===== config.mk =====
export PLATFORM = sky130hd
export DESIGN_NAME = tccp_timer
export DESIGN_NICKNAME = d
export VERILOG_FILES = /design/src/design/tccp_pkg.sv /design/src/design/tccp_timer.sv
export SDC_FILE = /design/constraint.sdc
export NUM_CORES = 1
export LEC_CHECK = 0
export BUFFER_PORTS_ARGS = -buffer_cell sky130_fd_sc_hd__buf_2
export CAP_MARGIN = 20
export CELL_PAD_IN_SITES_DETAIL_PLACEMENT = 2
export CELL_PAD_IN_SITES_GLOBAL_PLACEMENT = 2
export CORE_ASPECT_RATIO = 2
export CORE_MARGIN = 3
export CORE_UTILIZATION = 35
export CTS_CLUSTER_DIAMETER = 60
export DETAILED_ROUTE_END_ITERATION = 10
export GPL_TIMING_DRIVEN = 0
export PLACE_DENSITY = 0.82
export SLEW_MARGIN = 20
export SYNTH_ARGS = -nofsm -noshare
export SYNTH_HDL_FRONTEND = slang
export SYNTH_SLANG_ARGS = --single-unit

===== constraint.sdc =====
create_clock -name clk -period 2.2 [get_ports clk]
set_input_delay 0.33 -clock clk [delete_from_list [all_inputs] [get_ports clk]]
set_output_delay 0.33 -clock clk [all_outputs]
set_load 0.01 [all_outputs]

===== src/design/tccp_pkg.sv =====
// Constants and state type of the timer capture/compare port block
// What this block does
// - Keep a 16-bit pulse count of rising edges on pin 3, readable and writable anytime.
// - Synchronise the pulse input to the clock before counting it.
// - Port data writes are buffered; they drive only general-purpose output pins.
// - Port data read returns pin level when direction is 0, latch when 1.
// - Direction bit 1 means output, 0 input; reset clears all of them.
// - One 16-bit free-running counter shared by four channels plus pulse count.
// - Prescaler divides the clock by 1 to 128 under a 3-bit select.
// - I/O select 0 makes a capture channel; active edge copies the counter.
// - Capture never changes direction; only input-configured pins can capture.
// - Each capture sets the channel flag; flag requests interrupt when enabled.
// - I/O select 1 makes compare; match sets, clears or toggles pin, sets flag.
// - Mode and level bits choose the action; both zero disconnects the pin.
// - Writing 1 to force compare acts at once without setting the flag.
// - A channel 3 compare overrides simultaneous compares on the channels selected by its mask.
// - Channel 3 compare copies its data bits into port data under the mask.
// - With counter reset enabled a channel 3 compare clears the counter.
// - An active compare drives its pin whatever the direction bit holds.
// - Port writes on a compare pin are latched and appear when released.
`default_nettype none
package tccp_pkg;
  localparam int TCCP_CH = 4;
  localparam int TCCP_AW = 12;
  localparam int PULSE_CH = 3;
  localparam int CH3 = 3;
  // Register byte offsets
  localparam logic [11:0] OFF_CTRL = 12'h000;
  localparam logic [11:0] OFF_IOSEL = 12'h004;
  localparam logic [11:0] OFF_OUTACT = 12'h008;
  localparam logic [11:0] OFF_EDGE = 12'h00C;
  localparam logic [11:0] OFF_FORCE = 12'h010;
  localparam logic [11:0] OFF_CH3 = 12'h014;
  localparam logic [11:0] OFF_IRQEN = 12'h018;
  localparam logic [11:0] OFF_FLAGS = 12'h01C;
  localparam logic [11:0] OFF_COUNT = 12'h020;
  localparam logic [11:0] OFF_VALUE0 = 12'h024;
  localparam logic [11:0] OFF_VALUE1 = 12'h028;
  localparam logic [11:0] OFF_VALUE2 = 12'h02C;
  localparam logic [11:0] OFF_VALUE3 = 12'h030;
  localparam logic [11:0] OFF_PCOUNT = 12'h034;
  localparam logic [11:0] OFF_PORT = 12'h038;
  localparam logic [11:0] OFF_DIR = 12'h03C;
  // Field positions
  localparam int CTRL_PRESC_LSB = 0;
  localparam int CTRL_CRE_BIT = 3;
  localparam int HI_NIB_LSB = 4;
  localparam int CH3_DATA_LSB = 8;
  // Compare action codes {mode, level}
  localparam logic [1:0] ACT_NONE = 2'h0;
  localparam logic [1:0] ACT_TOGGLE = 2'h1;
  localparam logic [1:0] ACT_CLEAR = 2'h2;
  localparam logic [1:0] ACT_SET = 2'h3;
  localparam logic [6:0] PRESC_FULL = 7'h7F;
  localparam logic [2:0] PRESC_MAX_SEL = 3'h7;
  localparam logic [6:0] PRESC_STEP = 7'h01;
  localparam logic [15:0] COUNT_STEP = 16'h0001;
  localparam logic [15:0] COUNT_ZERO = 16'h0000;
  localparam logic [31:0] DATA_ZERO = 32'h0000_0000;
  localparam logic [3:0] NIB_ZERO = 4'h0;

  typedef struct packed {
    logic [2:0] presc_sel;
    logic cnt_rst_en;
    logic [3:0] io_sel;
    logic [3:0] out_mode;
    logic [3:0] out_level;
    logic [3:0] edge_rise;
    logic [3:0] edge_fall;
    logic [3:0] ch3_mask;
    logic [3:0] ch3_data;
    logic [3:0] irq_en;
    logic [3:0] flags;
    logic [3:0] port_data;
    logic [3:0] port_dir;
    logic [3:0] oc_level;
    logic [6:0] presc;
    logic [15:0] count;
    logic [3:0][15:0] value;
    logic [15:0] pulse_count;
    logic [3:0] sync1;
    logic [3:0] sync2;
    logic [3:0] prev;
    logic [31:0] prdata;
    logic pready;
    logic pslverr;
    logic [3:0] pin_out;
    logic [3:0] pin_oe;
    logic [3:0] irq;
  } tccp_state_t;
endpackage
`default_nettype wire


===== src/design/tccp_timer.sv =====
// Four-channel capture/compare timer with pulse count and port pins
//
// The implementer's own choices: the placing of the registers and the APB slave port.
`default_nettype none
module tccp_timer
  import tccp_pkg::*;
(
  input wire logic clk,
  input wire logic rstn,
  input wire logic ce,
  input wire logic psel,
  input wire logic penable,
  input wire logic pwrite,
  input wire logic [11:0] paddr,
  input wire logic [31:0] pwdata,
  output logic [31:0] prdata,
  output logic pready,
  output logic pslverr,
  input wire logic [3:0] pin_in,
  output logic [3:0] pin_out,
  output logic [3:0] pin_oe,
  output logic [3:0] irq
);
  tccp_state_t q;
  tccp_state_t next_q;
  logic tick;
  logic access;
  logic wr;
  logic ch3_hit;
  logic [3:0] oc_active;
  logic [3:0] match;
  logic [3:0] cmp;
  logic [3:0] rise;
  logic [3:0] fall;
  logic [3:0] cap;
  logic [3:0] force_vec;
  logic [3:0] flag_clr;

  // Low bits that must all be one for a tick
  function automatic logic [6:0] presc_mask(input logic [2:0] sel);
    presc_mask = PRESC_FULL >> (PRESC_MAX_SEL - sel);
  endfunction

  function automatic logic oc_action(input logic om, input logic ol, input logic cur);
    unique case ({om, ol})
      ACT_NONE: oc_action = cur;
      ACT_TOGGLE: oc_action = ~cur;
      ACT_CLEAR: oc_action = 1'b0;
      ACT_SET: oc_action = 1'b1;
    endcase
  endfunction

  // Read mux: {error, data}
  function automatic logic [32:0] read_reg(input tccp_state_t s, input logic [11:0] a);
    logic [31:0] d;
    logic err;
    d = DATA_ZERO;
    err = 1'b0;
    unique case (a)
      OFF_CTRL: begin
        d[CTRL_PRESC_LSB +: 3] = s.presc_sel;
        d[CTRL_CRE_BIT] = s.cnt_rst_en;
      end
      OFF_IOSEL: d[3:0] = s.io_sel;
      OFF_OUTACT: d[7:0] = {s.out_mode, s.out_level};
      OFF_EDGE: d[7:0] = {s.edge_fall, s.edge_rise};
      OFF_FORCE: d = DATA_ZERO;
      OFF_CH3: begin
        d[3:0] = s.ch3_mask;
        d[CH3_DATA_LSB +: 4] = s.ch3_data;
      end
      OFF_IRQEN: d[3:0] = s.irq_en;
      OFF_FLAGS: d[3:0] = s.flags;
      OFF_COUNT: d[15:0] = s.count;
      OFF_VALUE0: d[15:0] = s.value[0];
      OFF_VALUE1: d[15:0] = s.value[1];
      OFF_VALUE2: d[15:0] = s.value[2];
      OFF_VALUE3: d[15:0] = s.value[3];
      OFF_PCOUNT: d[15:0] = s.pulse_count;
      OFF_PORT: d[3:0] = (s.port_dir & s.port_data) | (~s.port_dir & s.sync2);
      OFF_DIR: d[3:0] = s.port_dir;
      default: err = 1'b1;
    endcase
    read_reg = {err, d};
  endfunction

  assign tick = (q.presc & presc_mask(q.presc_sel)) == presc_mask(q.presc_sel);
  assign oc_active = q.io_sel & (q.out_mode | q.out_level);
  assign rise = q.sync2 & ~q.prev;
  assign fall = ~q.sync2 & q.prev;
  assign cap = ~q.io_sel & ~q.port_dir & ((rise & q.edge_rise) | (fall & q.edge_fall));
  assign cmp = match & q.io_sel & {TCCP_CH{tick}};
  assign ch3_hit = cmp[CH3];
  assign access = psel & penable;
  assign wr = access & q.pready & pwrite;
  assign force_vec = (wr && paddr == OFF_FORCE) ? (pwdata[3:0] & q.io_sel) : NIB_ZERO;
  assign flag_clr = (wr && paddr == OFF_FLAGS) ? pwdata[3:0] : NIB_ZERO;

  genvar g;
  generate
    for (g = 0; g < TCCP_CH; g++) begin : g_match
      assign match[g] = q.count == q.value[g];
    end
  endgenerate

  always_comb begin
    next_q = q;
    // Two-stage synchroniser, then edge history
    next_q.sync1 = pin_in;
    next_q.sync2 = q.sync1;
    next_q.prev = q.sync2;
    next_q.presc = q.presc + PRESC_STEP;
    if (tick) begin
      if (ch3_hit && q.cnt_rst_en) begin
        next_q.count = COUNT_ZERO;
      end else begin
        next_q.count = q.count + COUNT_STEP;
      end
    end
    if (rise[PULSE_CH]) begin
      next_q.pulse_count = q.pulse_count + COUNT_STEP;
    end
    for (int i = 0; i < TCCP_CH; i++) begin
      if (cap[i]) begin
        next_q.value[i] = q.count;
      end
      if (cmp[i] || force_vec[i]) begin
        next_q.oc_level[i] = oc_action(q.out_mode[i], q.out_level[i], q.oc_level[i]);
      end
      // Channel 3 wins over the channel's own action
      if (ch3_hit && q.ch3_mask[i]) begin
        next_q.oc_level[i] = q.ch3_data[i];
        next_q.port_data[i] = q.ch3_data[i];
      end
    end
    // Hardware set wins over software clear
    next_q.flags = (q.flags & ~flag_clr) | cap | cmp;
    if (access && !q.pready) begin
      next_q.pready = 1'b1;
      {next_q.pslverr, next_q.prdata} = read_reg(q, paddr);
    end else begin
      next_q.pready = 1'b0;
      next_q.pslverr = 1'b0;
      next_q.prdata = DATA_ZERO;
    end
    if (wr) begin
      unique case (paddr)
        OFF_CTRL: begin
          next_q.presc_sel = pwdata[CTRL_PRESC_LSB +: 3];
          next_q.cnt_rst_en = pwdata[CTRL_CRE_BIT];
        end
        OFF_IOSEL: next_q.io_sel = pwdata[3:0];
        OFF_OUTACT: begin
          next_q.out_level = pwdata[3:0];
          next_q.out_mode = pwdata[HI_NIB_LSB +: 4];
        end
        OFF_EDGE: begin
          next_q.edge_rise = pwdata[3:0];
          next_q.edge_fall = pwdata[HI_NIB_LSB +: 4];
        end
        OFF_CH3: begin
          next_q.ch3_mask = pwdata[3:0];
          next_q.ch3_data = pwdata[CH3_DATA_LSB +: 4];
        end
        OFF_IRQEN: next_q.irq_en = pwdata[3:0];
        OFF_COUNT: next_q.count = pwdata[15:0];
        OFF_VALUE0: next_q.value[0] = pwdata[15:0];
        OFF_VALUE1: next_q.value[1] = pwdata[15:0];
        OFF_VALUE2: next_q.value[2] = pwdata[15:0];
        OFF_VALUE3: next_q.value[3] = pwdata[15:0];
        OFF_PCOUNT: next_q.pulse_count = pwdata[15:0];
        OFF_PORT: next_q.port_data = pwdata[3:0];
        OFF_DIR: next_q.port_dir = pwdata[3:0];
        default: next_q.port_dir = q.port_dir;
      endcase
    end
    // Compare overrides direction, port latch drives released pins
    next_q.pin_oe = oc_active | q.port_dir;
    next_q.pin_out = (oc_active & q.oc_level) | (~oc_active & q.port_data);
    next_q.irq = q.flags & q.irq_en;
  end

  always_ff @(posedge clk or negedge rstn) begin
    if (!rstn) begin
      q <= '0;
    end else if (ce) begin
      q <= next_q;
    end
  end

  assign prdata = q.prdata;
  assign pready = q.pready;
  assign pslverr = q.pslverr;
  assign pin_out = q.pin_out;
  assign pin_oe = q.pin_oe;
  assign irq = q.irq;
endmodule
`default_nettype wire


==> metrics.txt <==
largest net degree at the start of global routing 88; commonest non-fill, non-tap cell in the layout dfrtp_1; worst reg2reg path endpoint q[161]$_DFFE_PN0P_; final WL 75500 µm; Post-Synth Adder-Cell Area 0.00318; hold path start pin_in[1]; vias in the first global route 13.8k; Remaining DRCs 0; via count 13.1k; max-slew violations 0; number of synthesized flops with an enable pin 0; Post-Synth Simple-Gate Area 0.157; CTS buffer count 17; minimum clock period 2550 ps; CP Data Required Time 2570 ps; root buffer cell clkbuf_16; fin util 0.467; first-pass GRT wire length 97000 µm; Syn. warnings 0; Syn Area/Cell 9.26 µm²; violated checks negative setup slack; nets@finish 1528; xor-xnor portion of the synthesized cell area 0.0511; Top FF cell, synth dfrtp_1; Tot Pwr 10.2 mW; crit-path max FO 9; fin crit share 1.16; DRT antenna net count 0; critical path cell sequence clkbuf_1 > or4b_2 > nor4_4 > nor3b_1 > a31oi_1 > o21a_1 > or3_1; Seq/Total Area, Yosys 0.417; CTS tree built; synthesized area 11800 µm²; final setup margin -355 ps; Synth top area share 0.417; DP Wirelength 46800 µm; Total GRT Usage 0.377; synthesized instance count 1277; Max-slew headroom 0.171; Synth area leaders dfrtp_1 42%, mux2_2 5.0%, a22oi_1 3.9%, a21oi_1 3.4%, buf_4 2.9%; delay-heaviest family, CP simple AND/OR/NAND/NOR gates; row count 94; first drt pass iteration count 5; post-synthesis sequential element count 197; Hold WC Path Type in2reg; hold path cells 2; post-placement worst setup slack -1690 ps; Worst path slowest cell or4b_2; Power Dens Cells 658 nW/µm²; Starting Density 0.356; Worst-path clk slew 90 ps; Fin. Hold Viols 0; share of layout cells above drive strength 1 0.350; worst path arrival time 2930 ps; Worst setup EP type flop; Worst setup SP type primary input; Clock Sinks 197; asr flop ratio synth 1.00; mux cell area share after synthesis 0.0744; Yosys cell types 79; input/output buffers 57; DIE HEIGHT 266 µm; Core Box Area 33200 µm²; worst-margin pin slew 1240 ps; Chip Width 136 µm; Worst Skew 15.7 ps; largest family of logic cells by synthesized area compound AO/OA/AOI/OAI gates; Iteration-0 DRC Markers 1283; delay of the slowest cell on the worst path 830 ps; hold slack 64.4 ps; status complete, but fails checks; worst vdd ir 0.000715 V; maxcap violations 0; FF-to-FF Start q[143]$_DFFE_PN0P_; initial antenna violation count 2; setup violators final 71; DR WL/cell 39.4 µm; H-tree depth 4; Worst R2R Path Depth 7; io pins 100; vias per inst 6.85; compound-gate portion of the synthesized area 0.224; Remaining Overflow, GRT 0; RSZ-0062 raised after global routing yes; CP Class in2reg; commonest non-fill, non-tap cells in the layout 180 x dfrtp_1, 130 x buf_4, 82 x nand2_1, 80 x nor2_1, 72 x a21oi_1; Hold Crit Endpoint next_q[51]$_DFFE_PN0P_; Static Leakage 6.63 nW; Longest Clk Path Bufs 2; Peak Freq 391 MHz; Layout area overhead 31.2%; WP buf/inv 1; RePlAce Congestion 1.02; post-synth top area cell dfrtp_1; worst-skew pair later-pin latency 500 ps; die area 36100 µm²; setup slack, reg-to-reg -340 ps
==> cell families after synthesis <==
family / count (synthesis)
AO/OA/AOI/OAI: 394
AND/OR/NAND/NOR: 362
flip-flops: 197
buffers and inverters: 176
multiplexers: 75
XOR/XNOR: 69
adder cells (fa/ha/maj): 3
other: 1
==> cell usage after synthesis, types with 23 or more instances <==
| cell type | n |
|---|---|
| nand2_1 | 86 |
| o21ai_0 | 54 |
| a31oi_1 | 23 |
| xnor2_1 | 39 |
| o22ai_1 | 42 |
| clkbuf_1 | 67 |
| buf_4 | 46 |
| nor2_1 | 86 |
| o2bb2ai_1 | 24 |
| nand3_1 | 42 |
| nor3_1 | 29 |
| a22oi_1 | 62 |
| xor2_1 | 30 |
| a21oi_1 | 80 |
| dfrtp_1 | 197 |
| mux2_2 | 53 |
| inv_1 | 32 |
==> worst register-to-register path: stages (launching register included) <==
cell      delay (ps)
dfrtp_2          450
clkbuf_2         300
xnor2_1          290
nand4_1          210
nor4_1           360
a31oi_1          180
o21a_1           230
or3_1            410
==> timing repair <==
| item | in CTS | in global routing |
|---|---|---|
| pin swaps | 38 | 54 |
| resized for setup | 174 | 119 |
| endpoints found under the hold margin | 56 | 0 |
| hold buffers | 1 | 0 |
| endpoints found under the setup margin | 196 | 121 |
| gates cloned | 4 | 2 |
| setup buffers | 63 | 43 |
==> how the worst max path moves through the flow <==
| stage | startpoint | to | slack [ps] | cells after the start |
|---|---|---|---|---|
| 2_1_floorplan | paddr[4] | q[145]$_DFFE_PN0P_ | -200 | 10 |
| 3_3_place_gp | rstn | next_q[48]$_DFFE_PN0P_ | -2870 | 1 |
| 3_5_place_dp | ce | pin_out[3]$_DFFE_PN0P_ | -1690 | 6 |
| 4_1_cts | q[144]$_DFFE_PN0P_ | prdata[6]$_DFFE_PN0P_ | -150 | 5 |
| 5_1_grt | paddr[3] | q[161]$_DFFE_PN0P_ | -370 | 7 |
| 6_report | paddr[3] | q[161]$_DFFE_PN0P_ | -350 | 7 |
==> sequential cells by signal, indices dropped and copies added (netlist names) <==
signal	flops
irq	4
next_q	8
pin_oe	4
pin_out	4
prdata	16
pready	1
pslverr	1
q	159
==> report_power, final <==
| group | internal [mW] | switching, mW |
|---|---|---|
| sequential | 3.90 | 0.547 |
| clock | 1.51 | 1.64 |
| combinational | 0.855 | 1.75 |
==> cell type report <==
| type | count | area [µm²] |
|---|---|---|
| Fill cell | 3495 | 17700 |
| Inverter | 33 | 125 |
| Buffer | 130 | 888 |
| Tap cell | 432 | 541 |
| Multi-Input combinational cell | 920 | 7010 |
| Timing Repair Buffer | 172 | 1450 |
| Antenna cell | 1 | 2.50 |
| Clock inverter | 10 | 73.8 |
| Sequential cell | 197 | 4950 |
| Clock buffer | 22 | 464 |
==> through the flow <==
step	cell area [µm²]	setup TNS [ps]	std cells
CTS	14700	-964	1877
floorplan	12000	-8580	1292
global placement	12800	-752910	1781
finish	15500	-5620	1917
detailed placement	12900	-191190	1786
global route	15500	-7470	1916
==> layer usage <==
layer	global-route usage	routed length, µm	up-vias
li1	-	-	5068
met4	0.388	10300	4
met1	0.364	23300	6672
met3	0.0875	5610	488
met5	0	34	-
met2	0.629	36300	894
(Power assumes the default switching activity.)
